<file path="src/design/rsc_pkg.sv">
/*
 * constants for the reset and strap control block.
 * assumes one 40 MHz system clock and no register bus.
 */
package rsc_pkg;

	// ==========================================================
	// clock and release timing
	localparam int RSC_CLK_PERIOD_NS = 25;
	localparam int RSC_HOLD_W = 3;
	localparam int RSC_RELEASE_HOLD_CYCLES = 4;

	// ==========================================================
	// values after reset
	localparam logic RSC_ENDIAN_RESET = 1'b0;
	localparam logic [3:0] RSC_BOOT_RESET = 4'h0;
	localparam logic RSC_SEL_GENERAL_RESET = 1'b0;
	localparam logic RSC_SELECT_IDLE_N = 1'b1;

endpackage

</file>
<file path="src/design/rsc_top.sv">
/*
 * reset and strap control: merges reset sources, releases the internal
 * module reset synchronously, latches straps during reset and routes
 * the shared chip-select pins.
 * assumes pins arrive asynchronously; watchdog, chip-select and config
 * inputs come from logic on clk_sys.
 */
//
// Contract
// - master reset input resets all modules but this block and clock control; the code also clears this block's sel_general_2 and sel_general_3 on it.
// - reset output asserted while power-on, master reset or watchdog timeout is active.
// - power-on reset input is active high.
// - endian strap sampled in reset: high gives little endian, low big endian.
// - software picks sync memory select 0 or general select 2 for shared pin.
// - after reset sync memory select 1 drives its shared pin, not general select 3.
// - board holds boot mode pins during reset; block latches boot mode then.
`timescale 1ns/1ps
module rsc_top #(
	parameter int HOLD_CYCLES = rsc_pkg::RSC_RELEASE_HOLD_CYCLES
) (
	input wire logic clk_sys, // system clock, 40 MHz
	input wire logic resetn, // block reset, async, active low
	input wire logic por, // power-on reset pin, active high
	input wire logic master_reset_n, // master reset pin, active low
	input wire logic wdog_timeout, // watchdog timeout, clk_sys domain
	input wire logic endian_strap, // endian strap pin
	input wire logic [3:0] boot_mode_pins, // boot mode strap pins
	input wire logic cfg_wr, // config write strobe
	input wire logic cfg_sel_general_2, // 1 selects general select 2
	input wire logic cfg_sel_general_3, // 1 selects general select 3
	input wire logic sync_mem_select_0_n, // sync memory select 0
	input wire logic sync_mem_select_1_n, // sync memory select 1
	input wire logic general_select_2_n, // general select 2
	input wire logic general_select_3_n, // general select 3
	output logic reset_out_n, // reset output, active low
	output logic module_reset_n, // internal module reset, active low
	output logic little_endian, // latched endian strap
	output logic [3:0] boot_mode, // latched boot mode
	output logic shared_select_0_n, // shared pin of select 0 / 2
	output logic shared_select_1_n, // shared pin of select 1 / 3
	output logic sel_general_2, // current routing of shared pin 0
	output logic sel_general_3 // current routing of shared pin 1
);

	// elaboration check: the hold count must fit its counter
	if (HOLD_CYCLES < 1 || HOLD_CYCLES >= (1 << rsc_pkg::RSC_HOLD_W)) begin : gen_hold_check
		$error("HOLD_CYCLES out of range");
	end


	localparam logic [rsc_pkg::RSC_HOLD_W-1:0] HOLD = HOLD_CYCLES[rsc_pkg::RSC_HOLD_W-1:0];

	// ==========================================================
	// pin synchronisers
	logic por_meta, por_sync;
	logic mrst_meta_n, mrst_sync_n;
	logic endian_meta, endian_sync;
	logic [3:0] boot_meta, boot_sync;

	always_ff @(posedge clk_sys or negedge resetn) begin
		if (!resetn) begin
			por_meta <= 1'b1;
			por_sync <= 1'b1;
			mrst_meta_n <= 1'b0;
			mrst_sync_n <= 1'b0;
		end else begin
			por_meta <= por;
			por_sync <= por_meta;
			mrst_meta_n <= master_reset_n;
			mrst_sync_n <= mrst_meta_n;
		end
	end

	always_ff @(posedge clk_sys or negedge resetn) begin
		if (!resetn) begin
			endian_meta <= rsc_pkg::RSC_ENDIAN_RESET;
			endian_sync <= rsc_pkg::RSC_ENDIAN_RESET;
			boot_meta <= rsc_pkg::RSC_BOOT_RESET;
			boot_sync <= rsc_pkg::RSC_BOOT_RESET;
		end else begin
			endian_meta <= endian_strap;
			endian_sync <= endian_meta;
			boot_meta <= boot_mode_pins;
			boot_sync <= boot_meta;
		end
	end

	// ==========================================================
	// reset merge and synchronous release
	logic src_any;
	logic [rsc_pkg::RSC_HOLD_W-1:0] hold_cnt;
	logic release_ok;

	assign src_any = por_sync | ~mrst_sync_n | wdog_timeout;
	assign release_ok = (hold_cnt == HOLD) && !src_any;

	always_ff @(posedge clk_sys or negedge resetn) begin
		if (!resetn) begin
			hold_cnt <= '0;
		end else if (src_any) begin
			hold_cnt <= '0;
		end else if (hold_cnt != HOLD) begin
			hold_cnt <= hold_cnt + 1'b1;
		end
	end

	always_ff @(posedge clk_sys or negedge resetn) begin
		if (!resetn) begin
			reset_out_n <= 1'b0;
			module_reset_n <= 1'b0;
		end else begin
			reset_out_n <= release_ok;
			module_reset_n <= release_ok;
		end
	end

	reset_out_a: assert property (@(posedge clk_sys) disable iff (!resetn)
		src_any |=> !reset_out_n)
		else $error("reset output not asserted by a source");
	por_level_a: assert property (@(posedge clk_sys) disable iff (!resetn)
		por_sync |=> !module_reset_n ##0 !reset_out_n)
		else $error("power-on level did not reset");
	master_reset_a: assert property (@(posedge clk_sys) disable iff (!resetn)
		!mrst_sync_n |=> !module_reset_n)
		else $error("master reset did not reset modules");
	sync_release_a: assert property (@(posedge clk_sys) disable iff (!resetn)
		$rose(module_reset_n) |-> $rose(reset_out_n) && !$past(src_any)
		&& $past(hold_cnt) == HOLD)
		else $error("module reset release not synchronous");
	outputs_pair_a: assert property (@(posedge clk_sys) disable iff (!resetn)
		reset_out_n == module_reset_n)
		else $error("reset output and module reset differ");
	hold_restart_a: assert property (@(posedge clk_sys) disable iff (!resetn)
		src_any |=> hold_cnt == '0)
		else $error("source did not restart release count");
	hold_count_a: assert property (@(posedge clk_sys) disable iff (!resetn)
		!src_any && hold_cnt != HOLD |=> hold_cnt == $past(hold_cnt) + 1'b1)
		else $error("release count did not advance");
	wdog_reset_a: assert property (@(posedge clk_sys) disable iff (!resetn)
		wdog_timeout |=> !reset_out_n)
		else $error("watchdog timeout did not assert reset output");
	por_pin_a: assert property (@(posedge clk_sys) disable iff (!resetn)
		por |-> ##3 !reset_out_n)
		else $error("power-on pin high did not assert reset output");
	master_pin_a: assert property (@(posedge clk_sys) disable iff (!resetn)
		!master_reset_n |-> ##3 !module_reset_n)
		else $error("master reset pin did not reset modules");

	// ==========================================================
	// strap capture while reset is active
	always_ff @(posedge clk_sys or negedge resetn) begin
		if (!resetn) begin
			little_endian <= rsc_pkg::RSC_ENDIAN_RESET;
			boot_mode <= rsc_pkg::RSC_BOOT_RESET;
		end else if (src_any) begin
			little_endian <= endian_sync;
			boot_mode <= boot_sync;
		end
	end

	endian_capture_a: assert property (@(posedge clk_sys) disable iff (!resetn)
		src_any |=> little_endian == $past(endian_sync))
		else $error("endian strap not captured in reset");
	endian_hold_a: assert property (@(posedge clk_sys) disable iff (!resetn)
		!$past(src_any) |-> $stable(little_endian))
		else $error("endian changed outside reset");
	boot_capture_a: assert property (@(posedge clk_sys) disable iff (!resetn)
		src_any ##1 !src_any[*2] |-> boot_mode == $past(boot_sync, 2))
		else $error("boot mode not held from reset");
	boot_sample_a: assert property (@(posedge clk_sys) disable iff (!resetn)
		src_any |=> boot_mode == $past(boot_sync))
		else $error("boot mode not sampled in reset");
	boot_hold_a: assert property (@(posedge clk_sys) disable iff (!resetn)
		!$past(src_any) |-> $stable(boot_mode))
		else $error("boot mode changed outside reset");

	// ==========================================================
	// shared chip-select routing
	always_ff @(posedge clk_sys or negedge resetn) begin
		if (!resetn) begin
			sel_general_2 <= rsc_pkg::RSC_SEL_GENERAL_RESET;
			sel_general_3 <= rsc_pkg::RSC_SEL_GENERAL_RESET;
		end else if (!module_reset_n) begin
			sel_general_2 <= rsc_pkg::RSC_SEL_GENERAL_RESET;
			sel_general_3 <= rsc_pkg::RSC_SEL_GENERAL_RESET;
		end else if (cfg_wr) begin
			sel_general_2 <= cfg_sel_general_2;
			sel_general_3 <= cfg_sel_general_3;
		end
	end

	always_ff @(posedge clk_sys or negedge resetn) begin
		if (!resetn) begin
			shared_select_0_n <= rsc_pkg::RSC_SELECT_IDLE_N;
			shared_select_1_n <= rsc_pkg::RSC_SELECT_IDLE_N;
		end else begin
			shared_select_0_n <= sel_general_2 ? general_select_2_n : sync_mem_select_0_n;
			shared_select_1_n <= sel_general_3 ? general_select_3_n : sync_mem_select_1_n;
		end
	end

	shared0_route_a: assert property (@(posedge clk_sys) disable iff (!resetn)
		##1 shared_select_0_n == ($past(sel_general_2) ? $past(general_select_2_n)
		: $past(sync_mem_select_0_n)))
		else $error("shared pin 0 misrouted");
	default_sel_a: assert property (@(posedge clk_sys) disable iff (!resetn)
		!module_reset_n ##1 !module_reset_n |-> !sel_general_3
		##1 shared_select_1_n == $past(sync_mem_select_1_n))
		else $error("select 1 not default after reset");
	shared1_route_a: assert property (@(posedge clk_sys) disable iff (!resetn)
		##1 shared_select_1_n == ($past(sel_general_3) ? $past(general_select_3_n)
		: $past(sync_mem_select_1_n)))
		else $error("shared pin 1 misrouted");
	cfg_blocked_a: assert property (@(posedge clk_sys) disable iff (!resetn)
		!module_reset_n |=> !sel_general_2 && !sel_general_3)
		else $error("routing not forced to default in reset");
	cfg_load_a: assert property (@(posedge clk_sys) disable iff (!resetn)
		module_reset_n && cfg_wr |=> sel_general_2 == $past(cfg_sel_general_2)
		&& sel_general_3 == $past(cfg_sel_general_3))
		else $error("routing write not taken");
	cfg_idle_a: assert property (@(posedge clk_sys) disable iff (!resetn)
		module_reset_n && !cfg_wr |=> $stable(sel_general_2) && $stable(sel_general_3))
		else $error("routing changed without a write");

endmodule

</file>
<file path="config.mk">
export PLATFORM = sky130hd
export DESIGN_NAME = rsc_top
export DESIGN_NICKNAME = d
export VERILOG_FILES = /design/src/design/rsc_pkg.sv /design/src/design/rsc_top.sv
export SDC_FILE = /design/constraint.sdc
export NUM_CORES = 1
export LEC_CHECK = 0
export ABC_AREA = 1
export BUFFER_PORTS_ARGS = -buffer_cell sky130_fd_sc_hd__clkbuf_2
export CAP_MARGIN = 25
export CORE_MARGIN = 2
export CORE_UTILIZATION = 46
export CTS_BUF_LIST = sky130_fd_sc_hd__clkbuf_8
export CTS_CLUSTER_SIZE = 30
export DETAILED_ROUTE_END_ITERATION = 7
export PLACE_DENSITY = 0.75
export SYNTH_ARGS = -nofsm -noshare
export SYNTH_HDL_FRONTEND = slang
export SYNTH_SLANG_ARGS = --single-unit
</file>
<file path="constraint.sdc">
create_clock -name clk_sys -period 0.9 [get_ports clk_sys]
set_input_delay 0.18 -clock clk_sys [delete_from_list [all_inputs] [get_ports clk_sys]]
set_output_delay 0.18 -clock clk_sys [all_outputs]
set_load 0.1 [all_outputs]
</file>
==> Word-level counts from Yosys, hierarchy flattened <==
Cells that the tools add are included.
W data, S select, Z words.
{ "classes": {"n_addsub": 1, "eq_ne": 3, "mux": 8, "bitwise_logic": 3, "n_reduce_logical": 3} }
{ "op_table": {"columns": ["operator", "n"], "rows": [
  ["$mux W1", 6],
  ["$mux W3", 2],
  ["$add A3 B1 Y3 const B", 1],
  ["$eq A3 B3 Y1 const B", 1],
  ["$ne A3 B3 Y1 const B", 1],
  ["$ne A2 B2 Y1 const B", 1],
  ["$or A1 B1 Y1", 2],
  ["$reduce_bool A2 Y1", 1],
  ["$logic_and A1 B1 Y1", 1],
  ["$logic_not A1 Y1", 1],
  ["$not A1 Y1", 1]
]} }
{ "totals": {"register_bits": 27, "inputBits": 17, "elab_cells": 34} }

==> Longest topological paths before layout <==
Gate-level depths: netlist of run 1.
{ "logic_depth": {"depth_word": 5, "ltp_mapped": 7, "depth_no_buf": 7} }

==> Least setup slack after synthesis of run 1 <==
Ideal clock, no wire load.
{ "synth_timing": {"path_kind": "register to output", "startpoint": "register module_reset_n (netlist name)", "endpoint": "output reset_out_n", "arrival_time_ns": 1.373, "path_slack_ns": -0.653, "stages_incl_launch_ff": 2, "n_path_buf": 1, "path_cell_list": "dfrtp_1 buf_4"} }
{ "synth_rtl": {"columns": ["element", "line_no", "text"], "rows": [
  ["to (decl)", "rsc_top.sv:35", "output logic reset_out_n,"]
]} }

==> Final worst setup path of run 1 <==
{ "layout_timing": {"startpoint": "register shared_select_1_n", "endpoint": "output shared_select_1_n"} }
{ "layout_rtl": {"columns": ["element", "line_no", "text"], "rows": [
  ["from (decl)", "rsc_top.sv:40", "output logic shared_select_1_n,"],
  ["from (signal assigned)", "rsc_top.sv:195", "shared_select_1_n <= rsc_pkg::RSC_SELECT_IDLE_N;"],
  ["from (signal assigned)", "rsc_top.sv:198", "shared_select_1_n <= sel_general_3 ? general_select_3_n : sync_mem_select_1_n;"]
]} }
No word-level cell between the ends.

==> flow_metrics.env, run 1 <==
export IMPL_outcome="finished with violations"
export IMPL_failed_checks="negative setup slack"
export IMPL_cts_root_buffer="clkbuf_8"
export IMPL_hp_class="in2reg"
export IMPL_crit_path_end_kind="output port"
export IMPL_area_delta_synth_final_pct=66.4
export IMPL_dp_hpwl_um=1170
export IMPL_ys_seq_area_share_pct=73.6
export IMPL_htreeDepth=1
export IMPL_cts_max_path_buffers=2
export IMPL_fin_worst_skew_ns=0.00174
export IMPL_io_buffers=27
export IMPL_post_route_util_pct=80.1
export IMPL_slew_headroom_pct=84.5
export IMPL_drc=0
export IMPL_antenna_cells=0
export IMPL_total_power_mw=2.37
export IMPL_crit_path_max_incr_delay_ns=0.64
export IMPL_grt_pass1_wl_um=3100
export IMPL_slew_violations=0
export IMPL_required_ns=0.72
export IMPL_wirelength_um=1860
export IMPL_cp_cell_sequence="buf_12"
export IMPL_crit_type="reg2out"
export IMPL_design_core_area_um2=1920
export IMPL_initial_core_util_pct=48.1
export IMPL_min_period_over_period_pct=139
export IMPL_syn_cell_area_um2=925
export IMPL_first_global_vias=728
export IMPL_gp_congestion=0.657
export IMPL_grt_total_usage_pct=17.4
export IMPL_maxCapViolations=0
export IMPL_vias_per_cell=4.56
export IMPL_netlist_instances=82
export IMPL_antenna_found_initial=0
export IMPL_yosysTopAreaCellShare_pct=62.2
export IMPL_path_buf_inv=1
export IMPL_p_per_area_nw_per_um2=1540
export IMPL_path_delay_family="flip-flops"
export IMPL_drive_gt1_share_pct=64.8
export IMPL_vdd_drop_max_mv=1.49
export IMPL_grt_max_degree=28
export IMPL_cp_arrival_ns=1.07
export IMPL_die_height_um=48.8
export IMPL_yosys_area_top_type="dfrtp_1"
export IMPL_fmax_mhz=801
export IMPL_critPathLaunchType="register"
export IMPL_wire_per_inst_um=12.2
export IMPL_clk_latency_ns=0.26
export IMPL_ant_nets=0
export IMPL_cp_slowest_cell="dfstp_4"
export IMPL_worst_pin_slew_ns=0.232
export IMPL_first_pass_iters=4
export IMPL_vias=693
export IMPL_cts_tree="done"
export IMPL_die_w_um=48.8
export IMPL_p_leak_nw=0.754
export IMPL_finalSetupViolCount=20
export IMPL_rows=16
export IMPL_io_pins=28
export IMPL_cts_sinks=27
export IMPL_clkTransAtPathRegs_ns=0.08
export IMPL_period_minus_slack_ns=1.25
export IMPL_rsz0062_at_grt="true"
export IMPL_fp_dieArea_um2=2380
export IMPL_nets=145
export IMPL_cts_buffers=3
export IMPL_final_hold_violation_count=0
export IMPL_initialDrtViolationCount=4
export IMPL_grt_overflow_total=0
export IMPL_synth_area_per_cell_um2=11.3
export IMPL_fin_ws_ns=-0.348
export IMPL_ys_types=13
export IMPL_ys_ff_latch=27
export IMPL_synth_top_cells_by_area="dfrtp_1 62%, nand2_1 13%, dfstp_2 11%"
export IMPL_syn_num_nets=101
export IMPL_crit_fanout=1
export IMPL_ys_warnings_count=0
export IMPL_reg2reg_slack_ns=-0.16
-- power by group --
group / internal, mW / switching (mW)
Sequential: 1.28 / 0.0375
Combinational: 0.164 / 0.251
Clock: 0.304 / 0.330
Total: 1.75 / 0.618
-- repair_timing --
item                                    4_1_cts  5_1_grt
resized for setup                            17       18
hold buffers                                  2        0
endpoints found under the setup margin       20       23
pin swaps                                     5        8
endpoints found under the hold margin        24        0
setup buffers                                 7        3
cloned                                        0        0
-- area by class of cell --
| type | count | area [µm²] |
|---|---|---|
| flip-flops and latches | 27 | 706 |
| repair buffers | 40 | 430 |
| fillers | 115 | 383 |
| multi-input cells | 45 | 285 |
| clock buffers | 3 | 41.3 |
| inverters | 9 | 38.8 |
| well taps | 27 | 33.8 |
| clock inverters | 1 | 3.75 |
-- cell families after synthesis --
kind of cell	synth area share, %
and+or+nand+nor	17.6
DFF	73.6
buffers and inverters	4.47
AOI/OAI and AO/OA	1.62
adders and majority gates	2.71
-- synthesized netlist by cell type --
master and instances:
o21ai_0 2, nand3b_1 1, dfrtp_1 23, nand3_1 3, nand2_2 1, nor2_2 1, nor2_1 3, a21oi_1 1
inv_1 9, ha_1 2, nand2_1 31, dfstp_2 4, buf_4 1
-- layer usage --
layer / vias to the layer above / global-route usage, % / wire length (µm) / share of wire [%]
li1: 330 / - / - / -
met1: 347 / 20.8 / 741 / 40
met2: 12 / 31.3 / 1030 / 55
met3: 4 / 3.68 / 55 / 3.0
met4: 0 / 5.71 / 31 / 1.7
met5: - / 0 / 0 / 0
-- sequential cells by signal (all words and copies together) (netlist names), 3 cells and up --
register,cells
boot_meta,4
boot_mode,4
boot_sync,4
hold_cnt,3
-- stage by stage --
step	instance area, µm²	std cells	hold WS, ns	setup WS [ns]	TNS, ns
after floorplan	970	82	-0.116	-0.244	-0.426
final	1540	152	0.0178	-0.348	-3.07
after CTS	1480	150	0.0118	-0.352	-2.93
after global routing	1540	152	0.00206	-0.373	-3.92
after global placement	1320	137	0.133	-0.0796	-0.603
after detailed placement	1320	137	0.138	-0.142	-0.932
-- cells in the final DEF, fill, tap and decap left out, drive strengths merged --
cell type	Yosys	routed
nand3	3	3
dfstp	4	4
dlygate4sd3	0	2
nor2	4	4
inv	9	10
nand2	32	32
nand3b	1	1
clkbuf	0	19
buf	1	22
a21oi	1	1
o21ai	2	2
ha	2	2
dfrtp	23	23
-- final timing paths --
kind | start | endpoint | depth (start not counted)
max in group asynchronous | resetn | shared_select_0_n | 3
max reg2reg | hold_cnt[0] | hold_cnt[0] | 7
max | shared_select_1_n | shared_select_1_n | 1
min | boot_mode_pins[0] | boot_meta[0] | 1
min reg2reg | boot_meta[0] | boot_sync[0] | 0
min in group asynchronous | resetn | boot_meta[3] | 3
Power figures use the tool's default switching activity.
==> run 2: changes to the inputs <==
==> constraint.sdc (replaced) <==
create_clock -name clk_sys -period 1.1 [get_ports clk_sys]
set_input_delay 0.22 -clock clk_sys [delete_from_list [all_inputs] [get_ports clk_sys]]
set_output_delay 0.22 -clock clk_sys [all_outputs]
set_load 0.1 [all_outputs]
==> flow_metrics.env, run 2 (synthesis gave the netlist of run 1 again) <==
export IMPL_path_delay_family="flip-flops"
export IMPL_nets=137
export IMPL_final_cell_mix="30 x nand2_1, 16 x clkbuf_2, 15 x dfrtp_1, 11 x buf_12, 8 x inv_1"
export IMPL_finalSetupViolCount=4
export IMPL_p_per_area_nw_per_um2=1400
export IMPL_grt_pass1_wl_um=2570
export IMPL_cp_cell_sequence="buf_12"
export IMPL_cts_buffers=3
export IMPL_fin_worst_skew_ns=0.00372
export IMPL_antenna_found_initial=0
export IMPL_cts_tree="done"
export IMPL_critPathLaunchType="register"
export IMPL_cts_root_buffer="clkbuf_8"
export IMPL_dp_hpwl_um=1180
export IMPL_path_buf_inv=1
export IMPL_grt_overflow_total=0
export IMPL_reg2reg_slack_ns=0.06
export IMPL_stdcell_area_um2=1350
export IMPL_r2r_start="hold_cnt[0]"
export IMPL_initialDrtViolationCount=5
export IMPL_io_pins=28
export IMPL_power_share_switching_pct=25.6
export IMPL_crit_path_end_kind="output port"
export IMPL_crit_path_max_incr_delay_ns=0.55
export IMPL_slew_headroom_pct=70.3
export IMPL_min_path_cells=1
export IMPL_crit_type="reg2out"
export IMPL_min_period_over_period_pct=109
export IMPL_ant_nets=0
export IMPL_grt_total_usage_pct=14.5
export IMPL_final_common_cell="nand2_1"
export IMPL_first_global_vias=628
export IMPL_power_frac_comb_pct=15.8
export IMPL_required_ns=0.88
export IMPL_vias_per_cell=4.28
export IMPL_fmax_mhz=831
export IMPL_dp_worst_setup_slack_ns=0.0215
export IMPL_slew_violations=0
export IMPL_vdd_drop_max_mv=1.15
export IMPL_met2_usage_pct=25.1
export IMPL_total_power_mw=1.89
export IMPL_maxCapViolations=0
export IMPL_grt_util_met1_pct=17.3
export IMPL_final_hold_violation_count=0
export IMPL_rr_worst_depth=7
export IMPL_die_w_um=48.8
export IMPL_reg2reg_to="hold_cnt[0]"
export IMPL_grt_max_degree=20
export IMPL_holdPathEnd="por_meta"
export IMPL_die_height_um=48.8
export IMPL_cp_slowest_cell="dfstp_2"
export IMPL_cts_sinks=27
export IMPL_holdWs_ns=0.0303
export IMPL_placed_area_um2=1280
export IMPL_crit_fanout=1
export IMPL_vias=617
export IMPL_wire_per_inst_um=10.6
export IMPL_drc=0
export IMPL_fillerInstances=148
export IMPL_period_minus_slack_ns=1.20
export IMPL_clk_latency_ns=0.26
export IMPL_reg_top3="boot_meta x4, boot_mode x4, boot_sync x4"
export IMPL_initial_core_util_pct=48.1
export IMPL_pwr_share_clk_pct=27.3
export IMPL_busiest_layer="met2"
export IMPL_drive_gt1_share_pct=43.6
export IMPL_gp_congestion=0.793
export IMPL_clkTransAtPathRegs_ns=0.08
export IMPL_wirelength_um=1530
export IMPL_rows=16
export IMPL_io_buffers=27
export IMPL_pwr_share_seq_pct=56.9
export IMPL_cp_arrival_ns=0.98
export IMPL_finalSetupTns_ns=-0.355
export IMPL_p_leak_nw=0.683
export IMPL_rsz0062_at_grt="true"
export IMPL_fin_ws_ns=-0.103
export IMPL_hp_class="in2reg"
export IMPL_p_int_mw=1.40
export IMPL_failed_checks="negative setup slack"
export IMPL_design_core_area_um2=1920
export IMPL_antenna_cells=0
export IMPL_first_pass_iters=4
export IMPL_area_delta_synth_final_pct=46.1
export IMPL_cts_max_path_buffers=2
export IMPL_htreeDepth=1
export IMPL_worst_hold_startpoint="por"
export IMPL_grtUsageMet3_pct=2.76
export IMPL_worst_pin_slew_ns=0.445
export IMPL_outcome="finished with violations"
export IMPL_p_sw_mw=0.484
export IMPL_fp_dieArea_um2=2380
## run 2: cell count changes in the layout (fill, tap and decap cells not counted), sizes merged
cell / previous run / this run
buf: 22 / 15
dlygate4sd3: 2 / 1
## run 2: routing by layer
metal | wire (µm) | vias up
li1 | - | 313
met1 | 612 | 286
met2 | 841 | 16
met3 | 57 | 2
met4 | 21 | 0
met5 | 0 | -
## run 2: worst max path at each step
| stage | cells after the start | startpoint | to |
|---|---|---|---|
| after floorplan | 1 | module_reset_n | reset_out_n |
| after global placement | 7 | hold_cnt[0] | hold_cnt[0] |
| after detailed placement | 7 | hold_cnt[0] | hold_cnt[0] |
| after CTS | 1 | shared_select_0_n | shared_select_0_n |
| after global routing | 1 | shared_select_1_n | shared_select_1_n |
| final | 1 | shared_select_0_n | shared_select_0_n |
## run 2: repair_timing
item | 4_1_cts | 5_1_grt
endpoints found under the setup margin | 4 | 14
pin swaps | 0 | 0
endpoints found under the hold margin | 13 | 0
hold buffers | 1 | 0
buffers inserted | 1 | 1
gates resized for setup | 0 | 3
## run 2: area by class of cell
type | count | area [µm²] | share of cell area, %
sequential | 27 | 693 | 51.3
timing repair buffer | 32 | 340 | 25.2
multi-input combinational | 45 | 205 | 15.2
clock buffer | 3 | 41.3 | 3.06
inverter | 9 | 33.8 | 2.50
tap | 27 | 33.8 | 2.50
clock inverter | 1 | 3.75 | 0.278
## run 2: power by group through the flow
stage / Clock, mW / Combinational (mW) / Sequential (mW)
5_1_grt: 0.581 / 0.315 / 1.08
4_1_cts: 0.534 / 0.300 / 1.07
3_5_place_dp: 0 / 0.297 / 1.09
6_report: 0.515 / 0.299 / 1.07
2_1_floorplan: 0 / 0.0289 / 1.21
3_3_place_gp: 0 / 0.292 / 1.09
## run 2: stage by stage
step | util (%) | instances
finish | 70.3 | 144
global route | 70.3 | 144
CTS | 69.8 | 143
detailed placement | 66.5 | 137
global placement | 66.5 | 137
floorplan | - | 82
## run 2: worst register-to-register path, delay by kind of cell (launching register included)
family	cells	cell delay [ns]
and+or+nand+nor	4	0.20
buffers and inverters	2	0.14
adders and majority gates	1	0.17
DFF	1	0.41
